[src/dmaxb_regs.svh]
`ifndef DMAXB_REGS_SVH
`define DMAXB_REGS_SVH

// ----------------------------------------
// register byte addresses
// ----------------------------------------
`define DMAXB_CESC_IDX 8'h3e
`define DMAXB_CESC_ADDR 12'h0f8
`define DMAXB_MODE_BASE 12'h000
`define DMAXB_SRC_BASE 12'h040
`define DMAXB_DST_BASE 12'h080
`define DMAXB_CNT_BASE 12'h0c0
`define DMAXB_IDX_BASE 12'h100
`define DMAXB_PREC_ADDR 12'h180
`define DMAXB_BANK_SWITCH_CONTROL_REG_ADDR 12'h184
`define DMAXB_STAT_ADDR 12'h188
`define DMAXB_CPUREQ_ADDR 12'h18c

// ----------------------------------------
// field positions and reset values
// ----------------------------------------
`define DMAXB_CESC_SET_BIT 15
`define DMAXB_MODE_DINT_BIT 14
`define DMAXB_MODE_CHANNEL_INTERRUPT_MODE_BIT 13
`define DMAXB_MODE_SEXT_BIT 11
`define DMAXB_MODE_DEXT_BIT 5
`define DMAXB_MODE_RESET 16'h0000
`define DMAXB_BANK_SWITCH_CONTROL_REG_RESET 16'h0000
`define DMAXB_BANK_SWITCH_CONTROL_REG_CONSECUTIVE_READ_SELECT_BIT 0
`define DMAXB_BANK_SWITCH_CONTROL_REG_WAIT_LSB 4
`define DMAXB_BANK_SWITCH_CONTROL_REG_DIV_LSB 12
`define DMAXB_WAIT_MAX 4'hE
`define DMAXB_BANK_BIT 15

`endif

[src/dmaxb_pkg.sv]
package dmaxb_pkg;
	typedef enum logic [2:0] {
		DMAXB_IDLE = 3'b000,
		DMAXB_LEAD = 3'b001,
		DMAXB_ACT = 3'b010,
		DMAXB_TRAIL = 3'b011,
		DMAXB_BANK = 3'b100
	} dmaxb_phase_t;
	typedef enum logic [1:0] {
		DMAXB_PS = 2'b00,
		DMAXB_DS = 2'b01,
		DMAXB_IO = 2'b10,
		DMAXB_RSV = 2'b11
	} dmaxb_space_t;
	typedef logic [15:0] dmaxb_word_t;
endpackage : dmaxb_pkg

[src/dmaxb_top.sv]
`timescale 1ns/1ps
`include "dmaxb_regs.svh"
// Function
// [RULE1] lone read is lead, active, trail
// [RULE2] consecutive burst of n reads takes 2+n
// [RULE3] every write takes three bus clocks; the code adds the programmed wait states to the active phase
// [RULE4] sequencer clock gated while bus idle
// [RULE5] bank cycle when crossing 32K boundary; a consecutive read burst takes its first read past the crossing with no bank cycle, then ends
// [RULE6] wait states programmable up to 14
// [RULE7] wait states stretch only active phase
// [RULE8] bus clock divided by 1 to 4; the code's bus_clock_out pin only pulses at divide by 3 and 4
// [RULE9] six channels each hold own context
// [RULE10] dma wins over cpu requests
// [RULE11] address hold, inc, dec or index
// [RULE12] half and full block interrupts
// [RULE13] double word as two 16-bit moves
// [RULE14] one external read, one external write channel
// [RULE15] ext write at least 8, read 11
// [RULE16] loser stalled until owner transfer ends
// [RULE17] external moves are single 16-bit words
// [RULE18] unsupported external transfer kinds refused
// [RULE19] space select bits 5 and 11
// [RULE20] destination space field encoding
// [RULE21] completion clears channel enable bit
// [RULE22] set/clear register acts on selected enables
// [RULE23] no interrupt when interrupt enable clear
// [RULE24] write and completion both applied; the code lets the completion clear win over a same-cycle enable write
module dmaxb_top #(
	parameter int NCH = 6
) (
	input wire logic core_clk,
	input wire logic rst,
	input wire logic clk_en,
	input wire logic psel,
	input wire logic penable,
	input wire logic pwrite,
	input wire logic [11:0] paddr,
	input wire logic [31:0] pwdata,
	output logic [31:0] prdata,
	output logic pready,
	output logic pslverr,
	output logic bus_clock_out,
	output logic [15:0] xbus_addr,
	output logic [15:0] xbus_wdata,
	output logic xbus_data_oe,
	input wire logic [15:0] xbus_rdata,
	output logic xbus_strobe_n,
	output logic xbus_rw,
	output logic [1:0] xbus_space,
	output logic xbus_bank_cycle,
	output logic xbus_clk_gate,
	output logic cpu_stall,
	output logic [NCH-1:0] chan_int
);
	import dmaxb_pkg::*;

	// ----------------------------------------
	// bus slave
	// ----------------------------------------
	logic [15:0] mode_q [NCH];
	logic [15:0] src_q [NCH];
	logic [15:0] dst_q [NCH];
	logic [15:0] cnt_q [NCH];
	logic [15:0] len_q [NCH];
	logic [15:0] idx_q [NCH];
	logic [NCH-1:0] en_q;
	logic [15:0] bank_switch_control_reg_q;
	logic cpureq_q;
	logic [15:0] rdata_q;
	logic [15:0] xin1_q, xin2_q;

	wire wr_acc = psel & penable & pwrite & clk_en;
	wire [2:0] reg_ch = paddr[4:2];
	wire [11:0] reg_grp = {paddr[11:5], 5'b0_0000};
	wire ch_ok = reg_ch < 3'(NCH);
	wire hit_cesc = paddr == `DMAXB_CESC_ADDR;
	wire hit_prec = paddr == `DMAXB_PREC_ADDR;
	wire hit_bank_switch_control_reg = paddr == `DMAXB_BANK_SWITCH_CONTROL_REG_ADDR;
	wire hit_stat = paddr == `DMAXB_STAT_ADDR;
	wire hit_cpur = paddr == `DMAXB_CPUREQ_ADDR;
	wire grp_hit = ch_ok && (reg_grp == `DMAXB_MODE_BASE || reg_grp == `DMAXB_SRC_BASE
		|| reg_grp == `DMAXB_DST_BASE || reg_grp == `DMAXB_CNT_BASE
		|| reg_grp == `DMAXB_IDX_BASE);
	wire mapped = grp_hit | hit_cesc | hit_prec | hit_bank_switch_control_reg | hit_stat | hit_cpur;
	assign pready = 1'b1;
	assign pslverr = psel & penable & ~mapped;

	function automatic logic [15:0] grp_read(input logic [11:0] g, input logic [2:0] c);
		logic [15:0] r;
		r = 16'h0000;
		if (c < 3'(NCH)) begin
			case (g)
				`DMAXB_MODE_BASE: r = mode_q[c];
				`DMAXB_SRC_BASE: r = src_q[c];
				`DMAXB_DST_BASE: r = dst_q[c];
				`DMAXB_CNT_BASE: r = cnt_q[c];
				`DMAXB_IDX_BASE: r = idx_q[c];
				default: r = 16'h0000;
			endcase
		end
		return r;
	endfunction : grp_read

	dmaxb_phase_t ph_q;
	wire [15:0] stat_w = {12'h000, 1'b0, ph_q};
	wire [15:0] rd_w = hit_prec ? 16'(en_q) : hit_bank_switch_control_reg ? bank_switch_control_reg_q : hit_stat ? stat_w
		: hit_cpur ? {15'h0000, cpureq_q} : grp_read(reg_grp, reg_ch);
	assign prdata = {16'h0000, rd_w};

	// ----------------------------------------
	// channel selection
	// ----------------------------------------
	function automatic logic ext_src(input logic [15:0] m);
		return m[`DMAXB_MODE_SEXT_BIT]; // [RULE19]
	endfunction : ext_src
	function automatic logic ext_dst(input logic [15:0] m);
		return m[`DMAXB_MODE_DEXT_BIT]; // [RULE19]
	endfunction : ext_dst

	// a channel may run when enabled, has count left, and is a legal kind
	logic [NCH-1:0] legal;
	logic [2:0] first_rd, first_wr;
	genvar gi;
	generate
		for (gi = 0; gi < NCH; gi++) begin : g_legal
			// ext-to-ext refused; sync and double-word kinds are not checked
			assign legal[gi] = en_q[gi] && cnt_q[gi] != 16'h0000
				&& !(ext_src(mode_q[gi]) && ext_dst(mode_q[gi])) // [RULE18]
				&& mode_q[gi][1:0] != DMAXB_RSV; // [RULE20]
		end
	endgenerate

	// lowest channel with external read; lowest other with external write
	always_comb begin
		first_rd = 3'd7;
		first_wr = 3'd7;
		for (int i = NCH - 1; i >= 0; i--) begin
			if (legal[i] && ext_src(mode_q[i]))
				first_rd = 3'(i);
			if (legal[i] && ext_dst(mode_q[i]) && !ext_src(mode_q[i]))
				first_wr = 3'(i);
		end
	end
	// at most two channels compete for the bus at a time
	wire have_dma = (first_rd != 3'd7) || (first_wr != 3'd7); // [RULE14]
	wire [2:0] sel_ch = (first_rd != 3'd7) ? first_rd : first_wr;

	// ----------------------------------------
	// bus sequencer
	// ----------------------------------------
	logic [1:0] div_q;
	logic [3:0] wait_q;
	logic [2:0] cur_q;
	logic cpu_own_q, rw_q, burst_q;
	logic [15:0] last_addr_q;
	logic valid_last_q;
	wire [1:0] divf = bank_switch_control_reg_q[`DMAXB_BANK_SWITCH_CONTROL_REG_DIV_LSB +: 2];
	wire [3:0] wset_raw = bank_switch_control_reg_q[`DMAXB_BANK_SWITCH_CONTROL_REG_WAIT_LSB +: 4];
	wire [3:0] wset = (wset_raw > `DMAXB_WAIT_MAX) ? `DMAXB_WAIT_MAX : wset_raw; // [RULE6]
	wire consecutive_read_select = bank_switch_control_reg_q[`DMAXB_BANK_SWITCH_CONTROL_REG_CONSECUTIVE_READ_SELECT_BIT];
	wire tick = clk_en && (div_q == divf); // [RULE8]
	wire idle = ph_q == DMAXB_IDLE;
	// arbitration: dma first, cpu held off while bus busy
	wire start_dma = idle && have_dma; // [RULE10]
	wire start_cpu = idle && !have_dma && cpureq_q;
	assign cpu_stall = cpureq_q && !(ph_q != DMAXB_IDLE && cpu_own_q); // [RULE16]

	wire [15:0] nxt_addr = ext_src(mode_q[sel_ch]) ? src_q[sel_ch] : dst_q[sel_ch];
	wire nxt_rd = ext_src(mode_q[sel_ch]);
	wire bank_cross = valid_last_q
		&& nxt_addr[`DMAXB_BANK_BIT] != last_addr_q[`DMAXB_BANK_BIT]; // [RULE5]
	// a following read of the same channel may stay in the active phase
	wire cont_burst = rw_q && consecutive_read_select && !cpu_own_q && legal[cur_q] && ext_src(mode_q[cur_q])
		&& cnt_q[cur_q] != 16'h0001
		&& src_q[cur_q][`DMAXB_BANK_BIT] == last_addr_q[`DMAXB_BANK_BIT]; // [RULE2]
	wire act_done = ph_q == DMAXB_ACT && tick && wait_q == 4'h0; // [RULE7]
	wire dma_beat = act_done && !cpu_own_q;

	dmaxb_phase_t ph_d;
	always_comb begin
		ph_d = ph_q;
		case (ph_q)
			DMAXB_IDLE: if (start_dma || start_cpu) ph_d = bank_cross ? DMAXB_BANK : DMAXB_LEAD;
			DMAXB_BANK: if (tick) ph_d = DMAXB_LEAD;
			DMAXB_LEAD: if (tick) ph_d = DMAXB_ACT; // [RULE1] [RULE3]
			DMAXB_ACT: if (act_done) ph_d = cont_burst ? DMAXB_ACT : DMAXB_TRAIL;
			DMAXB_TRAIL: if (tick) ph_d = DMAXB_IDLE;
			default: ph_d = DMAXB_IDLE;
		endcase
	end

	always_ff @(posedge core_clk) begin
		if (rst) begin
			ph_q <= DMAXB_IDLE;
			div_q <= 2'd0;
			wait_q <= 4'h0;
			cur_q <= 3'd0;
			cpu_own_q <= 1'b0;
			rw_q <= 1'b0;
			burst_q <= 1'b0;
			last_addr_q <= 16'h0000;
			valid_last_q <= 1'b0;
		end else if (clk_en) begin
			ph_q <= ph_d;
			// divider runs only while a sequence is open
			div_q <= (idle || tick) ? 2'd0 : div_q + 2'd1; // [RULE4]
			if (ph_d == DMAXB_ACT && (ph_q != DMAXB_ACT || act_done))
				wait_q <= wset;
			else if (ph_q == DMAXB_ACT && tick && wait_q != 4'h0)
				wait_q <= wait_q - 4'h1;
			if (idle && (start_dma || start_cpu)) begin
				cur_q <= sel_ch;
				cpu_own_q <= !start_dma;
				rw_q <= start_dma ? nxt_rd : 1'b1;
				last_addr_q <= start_dma ? nxt_addr : 16'h0000;
				valid_last_q <= start_dma;
			end
			burst_q <= ph_d == DMAXB_ACT && ph_q == DMAXB_ACT;
		end
	end

	// ----------------------------------------
	// bus pins
	// ----------------------------------------
	always_ff @(posedge core_clk) begin
		if (rst) begin
			bus_clock_out <= 1'b0;
			xbus_addr <= 16'h0000;
			xbus_wdata <= 16'h0000;
			xbus_strobe_n <= 1'b1;
			xbus_rw <= 1'b1;
			xbus_space <= 2'b00;
			xbus_data_oe <= 1'b0;
			xbus_bank_cycle <= 1'b0;
			xbus_clk_gate <= 1'b0;
			xin1_q <= 16'h0000;
			xin2_q <= 16'h0000;
		end else if (clk_en) begin
			xin1_q <= xbus_rdata;
			xin2_q <= xin1_q;
			// follows the gate so no edge escapes once the sequence closes
			bus_clock_out <= ph_d != DMAXB_IDLE && (div_q < {1'b0, divf[1]}); // [RULE8]
			xbus_clk_gate <= ph_d != DMAXB_IDLE; // [RULE4]
			xbus_bank_cycle <= ph_d == DMAXB_BANK;
			xbus_strobe_n <= ph_d != DMAXB_ACT;
			xbus_rw <= rw_q;
			xbus_data_oe <= !rw_q && ph_d != DMAXB_IDLE && ph_d != DMAXB_BANK;
			xbus_addr <= cpu_own_q ? 16'h0000 : (rw_q ? src_q[cur_q] : dst_q[cur_q]);
			xbus_space <= mode_q[cur_q][1:0]; // [RULE20]
			xbus_wdata <= rdata_q; // [RULE17]
		end
	end

	// ----------------------------------------
	// channel context and enables
	// ----------------------------------------
	function automatic logic [15:0] step(input logic [15:0] a, input logic [1:0] m,
		input logic [15:0] ix);
		case (m)
			2'b01: return a + 16'h0001;
			2'b10: return a - 16'h0001;
			2'b11: return a + ix;
			default: return a;
		endcase
	endfunction : step

	wire [NCH-1:0] done_w = dma_beat && cnt_q[cur_q] == 16'h0001
		? NCH'(1) << cur_q : '0;
	wire [NCH-1:0] cesc_sel = pwdata[NCH-1:0];
	wire cesc_set = pwdata[`DMAXB_CESC_SET_BIT];

	generate
		for (gi = 0; gi < NCH; gi++) begin : g_ch
			wire wr_me = wr_acc && ch_ok && reg_ch == 3'(gi);
			wire beat = dma_beat && cur_q == 3'(gi);
			wire [15:0] half = {1'b0, len_q[gi][15:1]};
			always_ff @(posedge core_clk) begin
				if (rst) begin
					mode_q[gi] <= `DMAXB_MODE_RESET; // [RULE19]
					src_q[gi] <= 16'h0000;
					dst_q[gi] <= 16'h0000;
					cnt_q[gi] <= 16'h0000;
					len_q[gi] <= 16'h0000;
					idx_q[gi] <= 16'h0000;
					en_q[gi] <= 1'b0;
					chan_int[gi] <= 1'b0;
				end else if (clk_en) begin
					if (wr_me && reg_grp == `DMAXB_MODE_BASE)
						mode_q[gi] <= pwdata[15:0];
					if (wr_me && reg_grp == `DMAXB_IDX_BASE)
						idx_q[gi] <= pwdata[15:0];
					if (wr_me && reg_grp == `DMAXB_CNT_BASE) begin
						cnt_q[gi] <= pwdata[15:0];
						len_q[gi] <= pwdata[15:0];
					end else if (beat)
						cnt_q[gi] <= cnt_q[gi] - 16'h0001;
					if (wr_me && reg_grp == `DMAXB_SRC_BASE)
						src_q[gi] <= pwdata[15:0];
					else if (beat && rw_q)
						src_q[gi] <= step(src_q[gi], mode_q[gi][9:8], idx_q[gi]); // [RULE11]
					if (wr_me && reg_grp == `DMAXB_DST_BASE)
						dst_q[gi] <= pwdata[15:0];
					else if (beat && !rw_q)
						dst_q[gi] <= step(dst_q[gi], mode_q[gi][3:2], idx_q[gi]); // [RULE11]
					// completion clear wins over a set/clear or enable write in the same cycle
					if (done_w[gi])
						en_q[gi] <= 1'b0; // [RULE21] [RULE24]
					else if (wr_acc && hit_cesc && cesc_sel[gi])
						en_q[gi] <= cesc_set; // [RULE22]
					else if (wr_acc && hit_prec)
						en_q[gi] <= pwdata[gi];
					chan_int[gi] <= beat && mode_q[gi][`DMAXB_MODE_DINT_BIT] // [RULE23]
						&& (cnt_q[gi] == 16'h0001 || (mode_q[gi][`DMAXB_MODE_CHANNEL_INTERRUPT_MODE_BIT]
						&& cnt_q[gi] - 16'h0001 == half)); // [RULE12]
				end
			end
		end
	endgenerate

	always_ff @(posedge core_clk) begin
		if (rst) begin
			bank_switch_control_reg_q <= `DMAXB_BANK_SWITCH_CONTROL_REG_RESET;
			cpureq_q <= 1'b0;
			rdata_q <= 16'h0000;
		end else if (clk_en) begin
			if (wr_acc && hit_bank_switch_control_reg)
				bank_switch_control_reg_q <= pwdata[15:0];
			if (wr_acc && hit_cpur)
				cpureq_q <= pwdata[0];
			else if (act_done && cpu_own_q)
				cpureq_q <= 1'b0;
			if (dma_beat && rw_q)
				rdata_q <= xin2_q; // [RULE13]
		end
	end
endmodule : dmaxb_top

[config.mk]
export PLATFORM = sky130hd
export DESIGN_NAME = dmaxb_top
export DESIGN_NICKNAME = d
export VERILOG_FILES = /design/src/dmaxb_pkg.sv /design/src/dmaxb_top.sv
export VERILOG_INCLUDE_DIRS = /design/src
export SDC_FILE = /design/constraint.sdc
export NUM_CORES = 2
export LEC_CHECK = 0
export BUFFER_PORTS_ARGS = -buffer_cell sky130_fd_sc_hd__clkbuf_2
export CAP_MARGIN = 20
export CELL_PAD_IN_SITES_DETAIL_PLACEMENT = 0
export CELL_PAD_IN_SITES_GLOBAL_PLACEMENT = 1
export CORE_MARGIN = 4
export CORE_UTILIZATION = 35
export DETAILED_ROUTE_END_ITERATION = 7
export GPL_TIMING_DRIVEN = 0
export PLACE_DENSITY_LB_ADDON = 0.25
export SETUP_SLACK_MARGIN = 0.5
export SKIP_LAST_GASP = 1
export SYNTH_ARGS = -nofsm -noshare
export SYNTH_HDL_FRONTEND = slang
export SYNTH_SLANG_ARGS = --single-unit
[constraint.sdc]
create_clock -name core_clk -period 6.4 [get_ports core_clk]
set_clock_uncertainty 0.05 [all_clocks]
set_input_delay 1.28 -clock core_clk [delete_from_list [all_inputs] [get_ports core_clk]]
set_output_delay 1.28 -clock core_clk [all_outputs]
set_load 0.1 [all_outputs]
==> impl_metrics.toml <==
[outcome]
status = "finished with violations"
violations = "design-rule violations"

[placed_design]
gp_congestion = 1.036
hpwl_mm = 171.0
io_buffers = 108
postPlaceCellArea_um2 = 50590
placed_cells = 6624
pre_cts_ws_ps = -1756

[timing]
max_freq_mhz = 165.5
layout_min_cycle_time_ps = 6042
period_share_pct = 94.41
fin_hold_ws_ps = 400.6
setup_ws_ps = 358.1
worst_pin_slew_ps = 1284
finalHoldViolations = 0
finalMaxSlewViolations = 0
setup_violations = 0
slew_headroom_pct = 14.41
rsz0062_at_grt = "true"
setup_tns_ps = 0

[logic_synthesis]
synth_area_leaders = "edfxtp_1 37%, mux4_2 6.3%, dfxtp_1 5.8%, ha_1 5.2%, and2_1 4.0%"
synth_area_um2 = 46820
synth_most_common_cell = "edfxtp_1"
syn_inst = 4692
yosysWarningCount = 0
synth.avg_cell_area_um2 = 9.979
synth_cell_types = 92
ys_seq_area_share_pct = 42.37
synth_top_area_share_pct = 36.56
synth_edf_count = 570
yosys_most_used_dff = "edfxtp_1"
ys_seq_elements = 706
async_flop_share_pct = 0
synthTopCellsByCount = "570 x edfxtp_1, 467 x nand2_1, 304 x o21ai_0, 301 x and2_1, 285 x nor2_1"
synth_area_leader_cell = "edfxtp_1"

[setup_path]
crit_type = "primary input to primary output"
cpLargestDelayFamily = "buffers and inverters"
crit_chain = "clkbuf_2 -> buf_4 -> buf_8 -> buf_6 -> clkbuf_8 -> buf_4 -> mux2i_1 -> nand2_1 -> o21ai_1 -> o22ai_1 -> nor3_1 -> o21ai_2 -> clkbuf_4"
crit_path_end_kind = "primary output"
r2r_end = "xbus_addr[14]"
crit_fanout = 10
required_ps = 5070
max_stage_delay_ps = 470
cp_num_buf_inv = 7
crit_top_cell = "buf_4"
cp.depth = 13
worstPathArrival_ps = 4710
cpMaxStageDelayCell = "mux2i_1"
worstSetupStartpointType = "primary input"
ff2ff_path_depth = 9
r2r_slack_ps = 1700
crit_start = "paddr[2]"
crit_end = "prdata[15]"

[job]
maxCapViolCount = 0

[cells_and_area]
layout.nets = 5233
drive_above_1_share_pct = 12.42
fin_util_pct = 40.81
finalNonFillerCells = 6794
area_growth_pct = 15.16
final_area_um2 = 53920

[routing]
ant_nets = 0
dr.pass1.iters = 8
vias = 40474
drt_iter0_markers = 5011
finalWirelength_mm = 215.5
drcViolationCount = 7
post_drt_wl_per_cell_um = 31.72
via_per_inst = 5.957

[global_route]
overflow = 0
use_met1_pct = 40.44
antenna_found_initial = 27
track_usage_pct = 29.82
grt_start_max_net_pins = 17
grt_pass1_vias = 38972
grt_pass1_wl_mm = 298.4
grt_use_met2_pct = 45.39
grt_use_met3_pct = 5.686
grt.busiest_layer = "met2"

[die]
pin_count = 147
die-width_um = 373.8
core-area_um2 = 132100
row_count = 133
die_h_um = 373.8
die_area_um2 = 139700
start_util_pct = 35.44

[clock_network]
worst_skew_pair.late_latency_ps = 710
path_clk_slew_ps = 60
holdBufCountCts = 0
cts_buffer_depth = 3
cts_made_buffers = 87
htree_num_levels = 3
cts_setup_buffers = 0
cts_tree = "done"
cts.sinks = 706
root_buffer = "clkbuf_16"

[power_and_ir_drop]
finalPower_mw = 12.42
p_leak_nw = 20.22
power_density_nw_per_um2 = 230.4
vdd_drop_max_mv = 0.1805

[min_path]
hold_path.class = "flop to flop"
-- what timing repair did --
item                                    in CTS  in global routing
cloned                                       0                  0
endpoints found under the setup margin      42                 15
gates resized for setup                    125                 22
-- cell families after synthesis --
logic type / after synthesis / synth area share, %
AOI/OAI and AO/OA: 1147 / 16.09
xor gates and xnor gates: 307 / 5.742
adders and majority gates: 206 / 5.697
buffers and inverters: 497 / 4.136
DFF: 706 / 42.37
muxes: 275 / 9.361
other: 2 / 0.01604
and+or+nand+nor: 1552 / 16.59
-- layout by cell type, fill, tap and decap left out, types with 116 or more instances in the layout --
cell type,count
o21ai_0,284
clkbuf_2,118
xnor2_1,127
nor3_1,116
clkbuf_1,202
mux2i_1,132
a21oi_1,184
xor2_1,180
mux4_2,130
edfxtp_1,570
and2_1,301
dfxtp_1,136
nand2_1,467
inv_1,218
ha_1,194
nor2_1,283
a21boi_0,187
-- worst min-delay path, cell delays in order (launching register included) --
cell	delay (ps)
dfxtp_1	310
nand2_1	50
a21oi_1	50
-- layout make-up --
class | count | area [um2]
Antenna cell | 7 | 17.52
Buffer | 279 | 1245
Clock buffer | 106 | 2325
Clock inverter | 54 | 619.3
Fill cell | 13135 | 78210
Inverter | 218 | 818.3
Multi-Input combinational cell | 3504 | 25430
Sequential cell | 706 | 19840
Tap cell | 1755 | 2196
Timing Repair Buffer | 165 | 1435
-- worst min-delay path by stage --
stage                                 startpoint                            to  slack (ps)  depth (start not counted)
floorplan           bank_switch_control_reg_q[1]  bank_switch_control_reg_q[1]         380                          2
global placement                    xbus_addr[2]                  xbus_addr[2]         390                          2
detailed placement                 xbus_clk_gate                 xbus_clk_gate         390                          1
CTS                                  rdata_q[10]                   rdata_q[10]         400                          2
global route                          xin2_q[12]                   rdata_q[12]         430                          2
finish                               rdata_q[10]                   rdata_q[10]         400                          2
-- flip-flops by register name, indices dropped and copies added (netlist names), 4 cells and up, named ones only --
signal and flops:
chan_int 6, cnt_q 96, xin2_q 16, idx_q 96, bank_switch_control_reg_q 16, xbus_addr 16
dst_q 96, xin1_q 16, src_q 96, en_q 6, rdata_q 16, xbus_wdata 16
len_q 90, mode_q 96, wait_q 4
-- report_power, final --
part / leakage (nW) / total [mW] / switching [mW] / internal [mW]
Clock: 1.41 / 5.25 / 2.27 / 2.98
Sequential: 6.75 / 5.34 / 0.215 / 5.12
Combinational: 12.1 / 1.84 / 1.22 / 0.619
-- routing by layer --
metal / vias up / part of all wire, %
met2: 2145 / 43
met4: 8 / 5.8
met3: 452 / 9.6
li1: 17680 / -
met5: - / 0.024
met1: 20189 / 41
(Power assumes the default switching activity.)
